### src/rtl/ioxp_defines.vh
// shared constants of the expander port and interrupt block
`ifndef IOXP_DEFINES_VH
`define IOXP_DEFINES_VH

// port geometry
`define IOXP_PIN_W 16
`define IOXP_PORT_W 8
`define IOXP_NPORT 2
`define IOXP_CMD_W 8

// reset values
`define IOXP_DIR_ALL_IN 16'hFFFF
`define IOXP_PINS_ZERO 16'h0000
`define IOXP_CMD_RESET 8'hFF
`define IOXP_PORT_ZERO 8'h00

// command pointer value that arms the false-clear hazard
`define IOXP_CMD_INPUT0 8'h00

// port select codes
`define IOXP_SEL_PORT0 1'b0
`define IOXP_SEL_PORT1 1'b1

// synchroniser depth
`define IOXP_SYNC_STAGES 2

`endif

### src/rtl/ioxp_sync.v
// two flip-flop synchroniser for levels from outside the clock domain
`timescale 1ns/1ps
`include "ioxp_defines.vh"

module ioxp_sync #(
    parameter WIDTH = 1
) (
    input wire core_clk,
    input wire rst,
    input wire [WIDTH-1:0] asyncIn,
    output wire [WIDTH-1:0] syncOut
);

    reg [WIDTH-1:0] meta_q;
    reg [WIDTH-1:0] stable_q;

    // first stage feeds only the second stage
    always @(posedge core_clk) begin
        if (rst) begin
            meta_q <= {WIDTH{1'b0}};
            stable_q <= {WIDTH{1'b0}};
        end else begin
            meta_q <= asyncIn;
            stable_q <= meta_q;
        end
    end

    assign syncOut = stable_q;

endmodule // ioxp_sync

### src/rtl/ioxp_port_int.v
// port direction, pin drive and change interrupt logic of the 16-bit expander
`timescale 1ns/1ps
`include "ioxp_defines.vh"

//  Contract
// hold reset until supply passes threshold, then initialise all state
// after reset all sixteen pins are inputs
// input pins have both drivers off, high impedance
// output pins driven high or low from the output register bit
// any edge on an input pin raises the interrupt
// interrupt withdrawn when inputs return to original levels
// reading the causing port clears at ack/nack bit after SCL rise
// change during the clearing ack pulse may be lost
// every later change after a clear is signalled again
// write traffic to other devices leaves interrupt untouched
// output pins never cause an interrupt
// output to input switch with differing level may interrupt falsely
// clear tracked per 8-pin port; one port read keeps other
// interrupt output is open drain, pulls low only
// pointer 00h plus foreign read-address ack falsely clears interrupt
// pointer keeps last written value after reads
// master should rewrite pointer away from 00h before other reads
// direction bit one means input, zero means output
// reads return the register chosen by the last command byte
// input register shows live pin levels, read only
// per-port snapshot at clearing read; interrupt while input pins differ
// pins synchronised before change detection
module ioxp_port_int (
    input wire core_clk,
    input wire rst,
    input wire porThreshold,
    input wire sclIn,
    input wire [`IOXP_PIN_W-1:0] pinIn,
    input wire [`IOXP_PIN_W-1:0] portDir,
    input wire [`IOXP_PIN_W-1:0] portOut,
    input wire readAckSlot,
    input wire readAckPort,
    input wire otherReadAck,
    input wire cmdWrEn,
    input wire [`IOXP_CMD_W-1:0] cmdWrData,
    output wire [`IOXP_PIN_W-1:0] pinOut,
    output wire [`IOXP_PIN_W-1:0] pinOe,
    output wire [`IOXP_PIN_W-1:0] inputPort,
    output wire [`IOXP_CMD_W-1:0] cmdPtr,
    output wire [`IOXP_NPORT-1:0] portIntPending,
    output wire intOut,
    output wire intOe
);

    // mismatch of input-configured pins of one port against its snapshot
    function portMismatch;
        input [`IOXP_PORT_W-1:0] levels;
        input [`IOXP_PORT_W-1:0] snap;
        input [`IOXP_PORT_W-1:0] dirIn;
        begin
            portMismatch = |((levels ^ snap) & dirIn);
        end
    endfunction

    wire porOk;
    wire sclSync;
    wire [`IOXP_PIN_W-1:0] pinSync;
    wire coreRst;
    wire sclRise;
    wire falseClear;
    wire [`IOXP_PIN_W-1:0] dirEff;
    wire [`IOXP_NPORT-1:0] mismatch;
    wire [`IOXP_NPORT-1:0] clearPort;

    reg sclPrev_q;
    reg initDone_q;
    reg [`IOXP_CMD_W-1:0] cmdPtr_q;
    reg [`IOXP_PIN_W-1:0] pinOut_q;
    reg [`IOXP_PIN_W-1:0] pinOe_q;
    reg [`IOXP_PIN_W-1:0] inputPort_q;
    reg [`IOXP_PIN_W-1:0] snap_q;
    reg [`IOXP_NPORT-1:0] pending_q;
    reg intOe_q;
    reg intOut_q;

    // bring threshold, serial clock and pins into the core clock
    ioxp_sync #(.WIDTH(1)) uPorSync (
        .core_clk(core_clk),
        .rst(rst),
        .asyncIn(porThreshold),
        .syncOut(porOk)
    );

    ioxp_sync #(.WIDTH(1)) uSclSync (
        .core_clk(core_clk),
        .rst(rst),
        .asyncIn(sclIn),
        .syncOut(sclSync)
    );

    ioxp_sync #(.WIDTH(`IOXP_PIN_W)) uPinSync (
        .core_clk(core_clk),
        .rst(rst),
        .asyncIn(pinIn),
        .syncOut(pinSync)
    );

    // stay in reset until supply is above the threshold
    assign coreRst = rst | ~porOk;

    // serial clock rising edge on the synchronised copy
    always @(posedge core_clk) begin
        if (coreRst) begin
            sclPrev_q <= 1'b0;
        end else begin
            sclPrev_q <= sclSync;
        end
    end

    // no edge in the first cycle after reset: sclPrev_q wakes low while the idle line is high
    assign sclRise = sclSync & ~sclPrev_q & initDone_q;

    // first cycle after reset takes the starting snapshot
    always @(posedge core_clk) begin
        if (coreRst) begin
            initDone_q <= 1'b0;
        end else begin
            initDone_q <= 1'b1;
        end
    end

    // all pins forced to input until initialisation is done
    assign dirEff = initDone_q ? portDir : `IOXP_DIR_ALL_IN;

    // command pointer changes only on a command byte write or on reset, which loads FFh
    always @(posedge core_clk) begin
        if (coreRst) begin
            cmdPtr_q <= `IOXP_CMD_RESET;
        end else if (cmdWrEn) begin
            cmdPtr_q <= cmdWrData;
        end
    end

    // pin drivers: off for inputs, output register level otherwise
    always @(posedge core_clk) begin
        if (coreRst) begin
            pinOe_q <= `IOXP_PINS_ZERO;
            pinOut_q <= `IOXP_PINS_ZERO;
        end else begin
            pinOe_q <= ~dirEff;
            pinOut_q <= portOut & ~dirEff;
        end
    end

    // live pin levels regardless of direction
    always @(posedge core_clk) begin
        if (coreRst) begin
            inputPort_q <= `IOXP_PINS_ZERO;
        end else begin
            inputPort_q <= pinSync;
        end
    end

    // foreign read-address ack while pointer rests on input port 0
    assign falseClear = sclRise & otherReadAck & (cmdPtr_q == `IOXP_CMD_INPUT0);

    // per-port snapshot, clear and mismatch
    genvar p;
    generate
        for (p = 0; p < `IOXP_NPORT; p = p + 1) begin : gPort
            // clear when this port's byte was the one read, or on a foreign read-address ack with pointer 00h
            assign clearPort[p] = (sclRise & readAckSlot & (readAckPort == (p != 0))) | falseClear;

            always @(posedge core_clk) begin
                if (coreRst) begin
                    snap_q[p*`IOXP_PORT_W +: `IOXP_PORT_W] <= `IOXP_PORT_ZERO;
                end else if (!initDone_q || clearPort[p]) begin
                    // level at the ack edge wins, so a change then is absorbed
                    snap_q[p*`IOXP_PORT_W +: `IOXP_PORT_W] <= pinSync[p*`IOXP_PORT_W +: `IOXP_PORT_W];
                end
            end

            // output pins masked; snapshot still reloads an output pin's level on a clear
            assign mismatch[p] = portMismatch(pinSync[p*`IOXP_PORT_W +: `IOXP_PORT_W],
                snap_q[p*`IOXP_PORT_W +: `IOXP_PORT_W],
                dirEff[p*`IOXP_PORT_W +: `IOXP_PORT_W]);

            always @(posedge core_clk) begin
                if (coreRst || !initDone_q) begin
                    pending_q[p] <= 1'b0;
                end else begin
                    pending_q[p] <= mismatch[p] & ~clearPort[p];
                end
            end
        end
    endgenerate

    // open-drain request: drive low only while any port is pending
    always @(posedge core_clk) begin
        if (coreRst) begin
            intOe_q <= 1'b0;
            intOut_q <= 1'b0;
        end else begin
            intOe_q <= |pending_q;
            intOut_q <= 1'b0;
        end
    end

    assign pinOut = pinOut_q;
    assign pinOe = pinOe_q;
    assign inputPort = inputPort_q;
    assign cmdPtr = cmdPtr_q;
    assign portIntPending = pending_q;
    assign intOut = intOut_q;
    assign intOe = intOe_q;

endmodule // ioxp_port_int

### config.mk
export PLATFORM = sky130hd
export DESIGN_NAME = ioxp_port_int
export DESIGN_NICKNAME = d
export VERILOG_FILES = /design/src/rtl/ioxp_sync.v /design/src/rtl/ioxp_port_int.v
export VERILOG_INCLUDE_DIRS = /design/src /design/src/rtl
export SDC_FILE = /design/constraint.sdc
export NUM_CORES = 1
export LEC_CHECK = 0
export BUFFER_PORTS_ARGS = -buffer_cell sky130_fd_sc_hd__clkbuf_2
export CORE_MARGIN = 2
export CORE_UTILIZATION = 49
export DETAILED_ROUTE_END_ITERATION = 8
export GPL_ROUTABILITY_DRIVEN = 0
export GPL_TIMING_DRIVEN = 0
export MAX_ROUTING_LAYER = met4
export PLACE_DENSITY = 0.78
export SYNTH_ARGS = -nofsm -noshare
export SYNTH_HDL_FRONTEND = slang
export SYNTH_HIERARCHICAL = 1
export SYNTH_SLANG_ARGS = --single-unit
export TNS_END_PERCENT = 30
### constraint.sdc
create_clock -name core_clk -period 1.6 [get_ports core_clk]
set_clock_uncertainty 0.05 [all_clocks]
set_input_delay 0.08 -clock core_clk [delete_from_list [all_inputs] [get_ports core_clk]]
set_output_delay 0.08 -clock core_clk [all_outputs]
set_load 0.03 [all_outputs]
==> After elaboration in Yosys (flattened, before gate mapping) <==
Cells that the tools add are included.
Widths: inputs -> output; s select.
{ "word_totals": {"output_inout_bits": 60, "reg_bits": 113, "in_bits": 64} }
{ "classes": {"reduce_logical": 8, "n_mux": 2, "n_bitwise": 23} }
{ "op_table": {"columns": ["op", "n"], "rows": [
  ["$and 16x16->16", 1],
  ["$and 8x8->8", 2],
  ["$mux 16", 1],
  ["$not 16->16", 1],
  ["$reduce_or 8->1", 2],
  ["$xor 8x8->8", 2],
  ["$and 1x1->1", 9],
  ["$logic_not 8->1", 1],
  ["$not 1->1", 5],
  ["$logic_or 1x1->1", 3],
  ["$or 1x1->1", 3],
  ["$reduce_or 2->1", 1],
  ["$logic_not 1->1", 1],
  ["$mux 1", 1]
]} }

==> Depth between registers and ports, before layout <==
{ "logic_depth": {"depth_word": 8, "depth_mapped": 6} }

==> Hierarchy <==
The synthesis kept the hierarchy.
{ "by_module_without_submodules": {"columns": ["mod", "seq_area_each_um2", "instances", "area_per_inst_um2", "cells_each"], "rows": [
  ["ioxp_port_int", 1541.5, 1, 2706.3, 236],
  ["ioxp_sync (uPinSync)", 640.6, 1, 863.3, 67],
  ["ioxp_sync (uPorSync ...)", 40.0, 2, 52.6, 4]
]} }

==> Worst setup path after synthesis <==
OpenSTA, ideal clock, no wires.
{ "synth_path": {"path_type": "register to register", "from": "register cmdPtr_q[0] (netlist: cmdPtr[0])", "to": "register snap_q[0]", "arrival_ns": 1.279, "stages_incl_launch_ff": 5, "n_path_buf": 0, "setup_ns": 0.120, "slack_ns": 0.152, "path_cell_list": "dfxtp_1 nor4_4 nand4_4 nand4_4 a2bb2oi_2"} }
{ "synth_between": {"elab_chain_cells": 4} }
{ "synth_rtl": {"columns": ["element", "line_no", "source"], "rows": [
  ["from (decl)", "ioxp_port_int.v:72", "reg [`IOXP_CMD_W-1:0] cmdPtr_q;"],
  ["from (signal assigned)", "ioxp_port_int.v:133", "cmdPtr_q <= `IOXP_CMD_RESET;"],
  ["from (signal assigned)", "ioxp_port_int.v:135", "cmdPtr_q <= cmdWrData;"],
  ["$logic_not 8->1 (no source line)", null, null],
  ["$and 1x1->1", "ioxp_port_int.v:160", "assign falseClear = sclRise & otherReadAck & (cmdPtr_q == `IOXP_CMD_INPUT0);"],
  ["$or 1x1->1", "ioxp_port_int.v:167", "assign clearPort[p] = (sclRise & readAckSlot & (readAckPort == (p != 0))) | falseClear;"],
  ["$logic_or 1x1->1", "ioxp_port_int.v:172", "end else if (!initDone_q || clearPort[p]) begin"],
  ["to (signal, indexed assignment)", "ioxp_port_int.v:171", "snap_q[p*`IOXP_PORT_W +: `IOXP_PORT_W] <= `IOXP_PORT_ZERO;"],
  ["to (signal, indexed assignment)", "ioxp_port_int.v:174", "snap_q[p*`IOXP_PORT_W +: `IOXP_PORT_W] <= pinSync[p*`IOXP_PORT_W +: `IOXP_PORT_W];"],
  ["to (decl)", "ioxp_port_int.v:76", "reg [`IOXP_PIN_W-1:0] snap_q;"]
]} }
Every way passes these cells.
A chain may end at the register's enable or synchronous reset.

==> Final worst setup path <==
{ "layout_path": {"from": "register cmdPtr_q[0] (netlist: cmdPtr[0])", "to": "register snap_q[2]"} }
The elaborated chain is that of the path after synthesis.

==> impl_metrics.py <==
metrics = {
    "critical_path": {
        "r2r_end": "snap_q[2]$_SDFFE_PP0P_",
        "ff2ff_path_depth": 4,
        "timing.rr.start": "cmdPtr[0]$_SDFFE_PP1P_",
        "cp-end-kind": "flip-flop",
        "cp_data_arrival_time_ns": 1.78,
        "r2r_setup_slack_ns": 0.16,
        "cp_max_fo": 9,
        "crit_required_ns": 1.94,
        "path_class": "flip-flop to flip-flop",
        "start_kind": "flip-flop",
    },
    "clock_tree": {
        "cts_tree": "built",
        "clk_pin_slew_ns": 0.05,
        "cts_num_sinks": 113,
        "cts-resized-gates": 0,
        "clockBufferDepth": 2,
        "cts-root-buf": "clkbuf_8",
        "htreeDepth": 4,
        "cts_setup_buffers": 0,
        "numCtsBuffers": 17,
        "insertion_delay_ns": 0.51,
    },
    "floorplan": {
        "rows": 31,
        "start_util": 0.5066,
        "dieArea_um2": 8208,
        "io_pins": 124,
        "die_h_um": 90.60,
        "die_w_um": 90.60,
        "core_um2": 7253,
    },
    "detailed_routing": {
        "num_vias": 2858,
        "drt-initial-drc-count": 104,
        "routedWlPerCell_um": 14.35,
        "drcViolationCount": 0,
        "vias_per_cell": 4.573,
        "firstDrtPassIters": 6,
        "finalWirelength_um": 8969,
        "ant_nets": 0,
    },
    "placement": {
        "io_buffers": 121,
        "place_hpwl_um": 5011,
        "dp.cells": 531,
        "place_area_um2": 4404,
    },
    "synth": {
        "synth_top_cell_area_share": 0.6156,
        "yosysSeqAreaShare": 0.6156,
        "netlist_instances": 311,
        "synthDistinctLibCells": 26,
        "synth_nets": 375,
        "yosys.area.top_type": "dfxtp_1",
        "synth.top_cells.by_area": "dfxtp_1 62%, a2bb2oi_2 6.5%, nor2b_1 6.5%",
        "synth_seq_cells": 113,
        "syn_area_um2": 3675,
        "ys_warn_count": 6,
        "synth_area_per_cell_um2": 11.82,
    },
    "global_routing": {
        "grt_overflow": 0,
        "grt_pass1_vias": 3071,
        "grtUsageMet1": 0.2292,
        "grt_pass1_wl_um": 14500,
        "grt_usage": 0.2387,
        "met2_usage": 0.4347,
        "top_usage_layer": "met2",
        "grt_start_max_net_pins": 17,
        "antenna_found_initial": 0,
        "use_met3": 0.08180,
    },
    "hold_path": {
        "hold_class": "primary input to flip-flop",
        "whs_path_depth": 3,
        "hp-start": "cmdWrEn",
        "worstHoldEndpoint": "cmdPtr[5]$_SDFFE_PP1P_",
    },
    "cells_and_area": {
        "instances_no_fill": 625,
        "fin_area_um2": 5682,
        "drive_gt1_frac": 0.3555,
        "syn2layout_area_growth_pct": 54.61,
        "fin_nets": 577,
        "diodes": 0,
    },
    "sta": {
        "slew_violations": 0,
        "period_minus_slack_ns": 1.438,
        "max_freq_mhz": 695.3,
        "hold_violations": 0,
        "worst_pin_slew_ns": 0.5234,
        "post-route-period-util": 0.8989,
        "setup_violations": 0,
        "tns_ns": 0,
        "rsz0062_at_grt": "false",
        "slew_headroom": 0.6511,
    },
    "power": {
        "leakage_nw": 2.804,
        "ir_drop_uv": 745.7,
        "pwr_density_cell_nw_per_um2": 1301,
    },
    "status": {
        "outcome": "completed",
    },
    "flow_run": {
        "maxCapViolCount": 0,
    },
}
==> critical path, cell delays in order, from the launching register on <==
cell	delay, ns
dfxtp_1	0.34
nor4_4	0.33
nand4_4	0.23
nand4_4	0.27
a2bb2oi_2	0.09
==> Yosys cell counts <==
cell type,n
and2_1,17
buf_2,4
conb_1,1
nor2_1,16
xor2_1,16
dfxtp_1,113
nand4b_2,1
inv_2,1
o21ai_0,16
buf_6,1
nor2b_4,1
a21oi_1,2
nand4_4,3
mux2i_1,8
nor4_4,1
nand4_2,1
o21a_1,1
buf_4,4
nor4b_4,1
nand3_4,2
nor2b_1,38
a2bb2oi_2,16
nand2_1,25
inv_1,16
clkbuf_1,2
and4_1,4
==> cell families after synthesis <==
family / count (synthesis) / share of synthesized area
muxes: 8 / 0.02179
other: 1 / 0.001020
buffers and inverters: 28 / 0.03609
xor gates and xnor gates: 16 / 0.03813
and+or+nand+nor: 110 / 0.1954
DFF: 113 / 0.6156
AOI/OAI and AO/OA: 35 / 0.09193
==> how the worst max path moves through the flow <==
| stage | from | to | slack, ns |
|---|---|---|---|
| floorplan | cmdPtr[0]$_SDFFE_PP1P_ | snap_q[0]$_SDFFE_PP0P_ | 0.15 |
| global placement | cmdPtr[0]$_SDFFE_PP1P_ | snap_q[9]$_SDFFE_PP0P_ | 0.18 |
| detailed placement | cmdPtr[0]$_SDFFE_PP1P_ | snap_q[14]$_SDFFE_PP0P_ | 0.16 |
| CTS | cmdPtr[0]$_SDFFE_PP1P_ | snap_q[2]$_SDFFE_PP0P_ | 0.15 |
| global route | cmdPtr[0]$_SDFFE_PP1P_ | snap_q[14]$_SDFFE_PP0P_ | 0.08 |
| finish | cmdPtr[0]$_SDFFE_PP1P_ | snap_q[2]$_SDFFE_PP0P_ | 0.16 |
==> power breakdown <==
part           leakage (nW)  switching [mW]  internal, mW
logic                  1.56           0.142         0.228
clock network         0.322            1.21          2.91
registers             0.919          0.0253          2.87
total                  2.80            1.38          6.01
==> sequential cells by signal, summed over array words and instances, names as in the netlist <==
signal,count
uPinSync/meta_q,16
cmdPtr,8
intOe,1
initDone_q,1
uPinSync/syncOut,16
uPorSync/syncOut,1
pinOut,16
sclPrev_q,1
uSclSync/meta_q,1
pinOe,16
portIntPending,2
inputPort,16
uPorSync/meta_q,1
snap_q,16
uSclSync/syncOut,1
==> per-layer routing <==
metal | vias up | wire, um
li1 | 1415 | -
met2 | 118 | 4833
met1 | 1309 | 3474
met3 | 16 | 494
met5 | - | 0
met4 | 0 | 166
==> cell type report <==
| type | instances | area (um2) |
|---|---|---|
| Inverter | 17 | 63.81 |
| Sequential cell | 113 | 2262 |
| Clock inverter | 11 | 207.7 |
| Multi-Input combinational cell | 170 | 1280 |
| Tap cell | 99 | 123.9 |
| Buffer | 11 | 68.82 |
| Clock buffer | 21 | 449.2 |
| Timing Repair Buffer | 183 | 1226 |
| Fill cell | 431 | 1572 |
==> metrics by stage <==
stage,power [mW],hold WS (ns),util,setup slack (ns)
6_report,7.390,0.03158,0.7833,0.1618
5_1_grt,7.630,0.04785,0.7833,0.07603
2_1_floorplan,3.079,0.1016,-,0.1516
4_1_cts,7.429,0.01595,0.7833,0.1495
3_5_place_dp,3.193,0.2166,0.6072,0.1614
3_3_place_gp,3.186,0.2179,0.6072,0.1821
==> layout by cell type, fill, tap and decap left out <==
| cell | Yosys | final |
|---|---|---|
| mux2i_1 | 8 | 8 |
| and2_1 | 17 | 17 |
| clkinv_2 | 0 | 4 |
| nand4_4 | 3 | 3 |
| clkbuf_8 | 0 | 3 |
| nor4b_4 | 1 | 1 |
| clkbuf_2 | 0 | 121 |
| o21a_1 | 1 | 1 |
| a21oi_1 | 2 | 2 |
| nand2_1 | 25 | 25 |
| clkbuf_16 | 0 | 16 |
| inv_2 | 1 | 1 |
| dfxtp_1 | 113 | 113 |
| o21ai_0 | 16 | 16 |
| buf_4 | 4 | 4 |
| nand4b_2 | 1 | 1 |
| bufinv_16 | 0 | 6 |
| nand3_4 | 2 | 2 |
| buf_2 | 4 | 4 |
| a2bb2oi_2 | 16 | 16 |
| xor2_1 | 16 | 16 |
| conb_1 | 1 | 1 |
| nor4_4 | 1 | 1 |
| and4_1 | 4 | 4 |
| nor2b_1 | 38 | 38 |
| dlygate4sd3_1 | 0 | 62 |
| nand4_2 | 1 | 1 |
| clkbuf_1 | 2 | 4 |
| nor2b_4 | 1 | 1 |
| buf_6 | 1 | 1 |
| inv_1 | 16 | 16 |
| clkinvlp_4 | 0 | 1 |
| nor2_1 | 16 | 16 |
==> timing repair <==
item                                    4_1_cts  5_1_grt
endpoints found under the hold margin        63        0
endpoints found under the setup margin        0        0
hold buffers                                 62        0
Power figures use the tool's default switching activity.
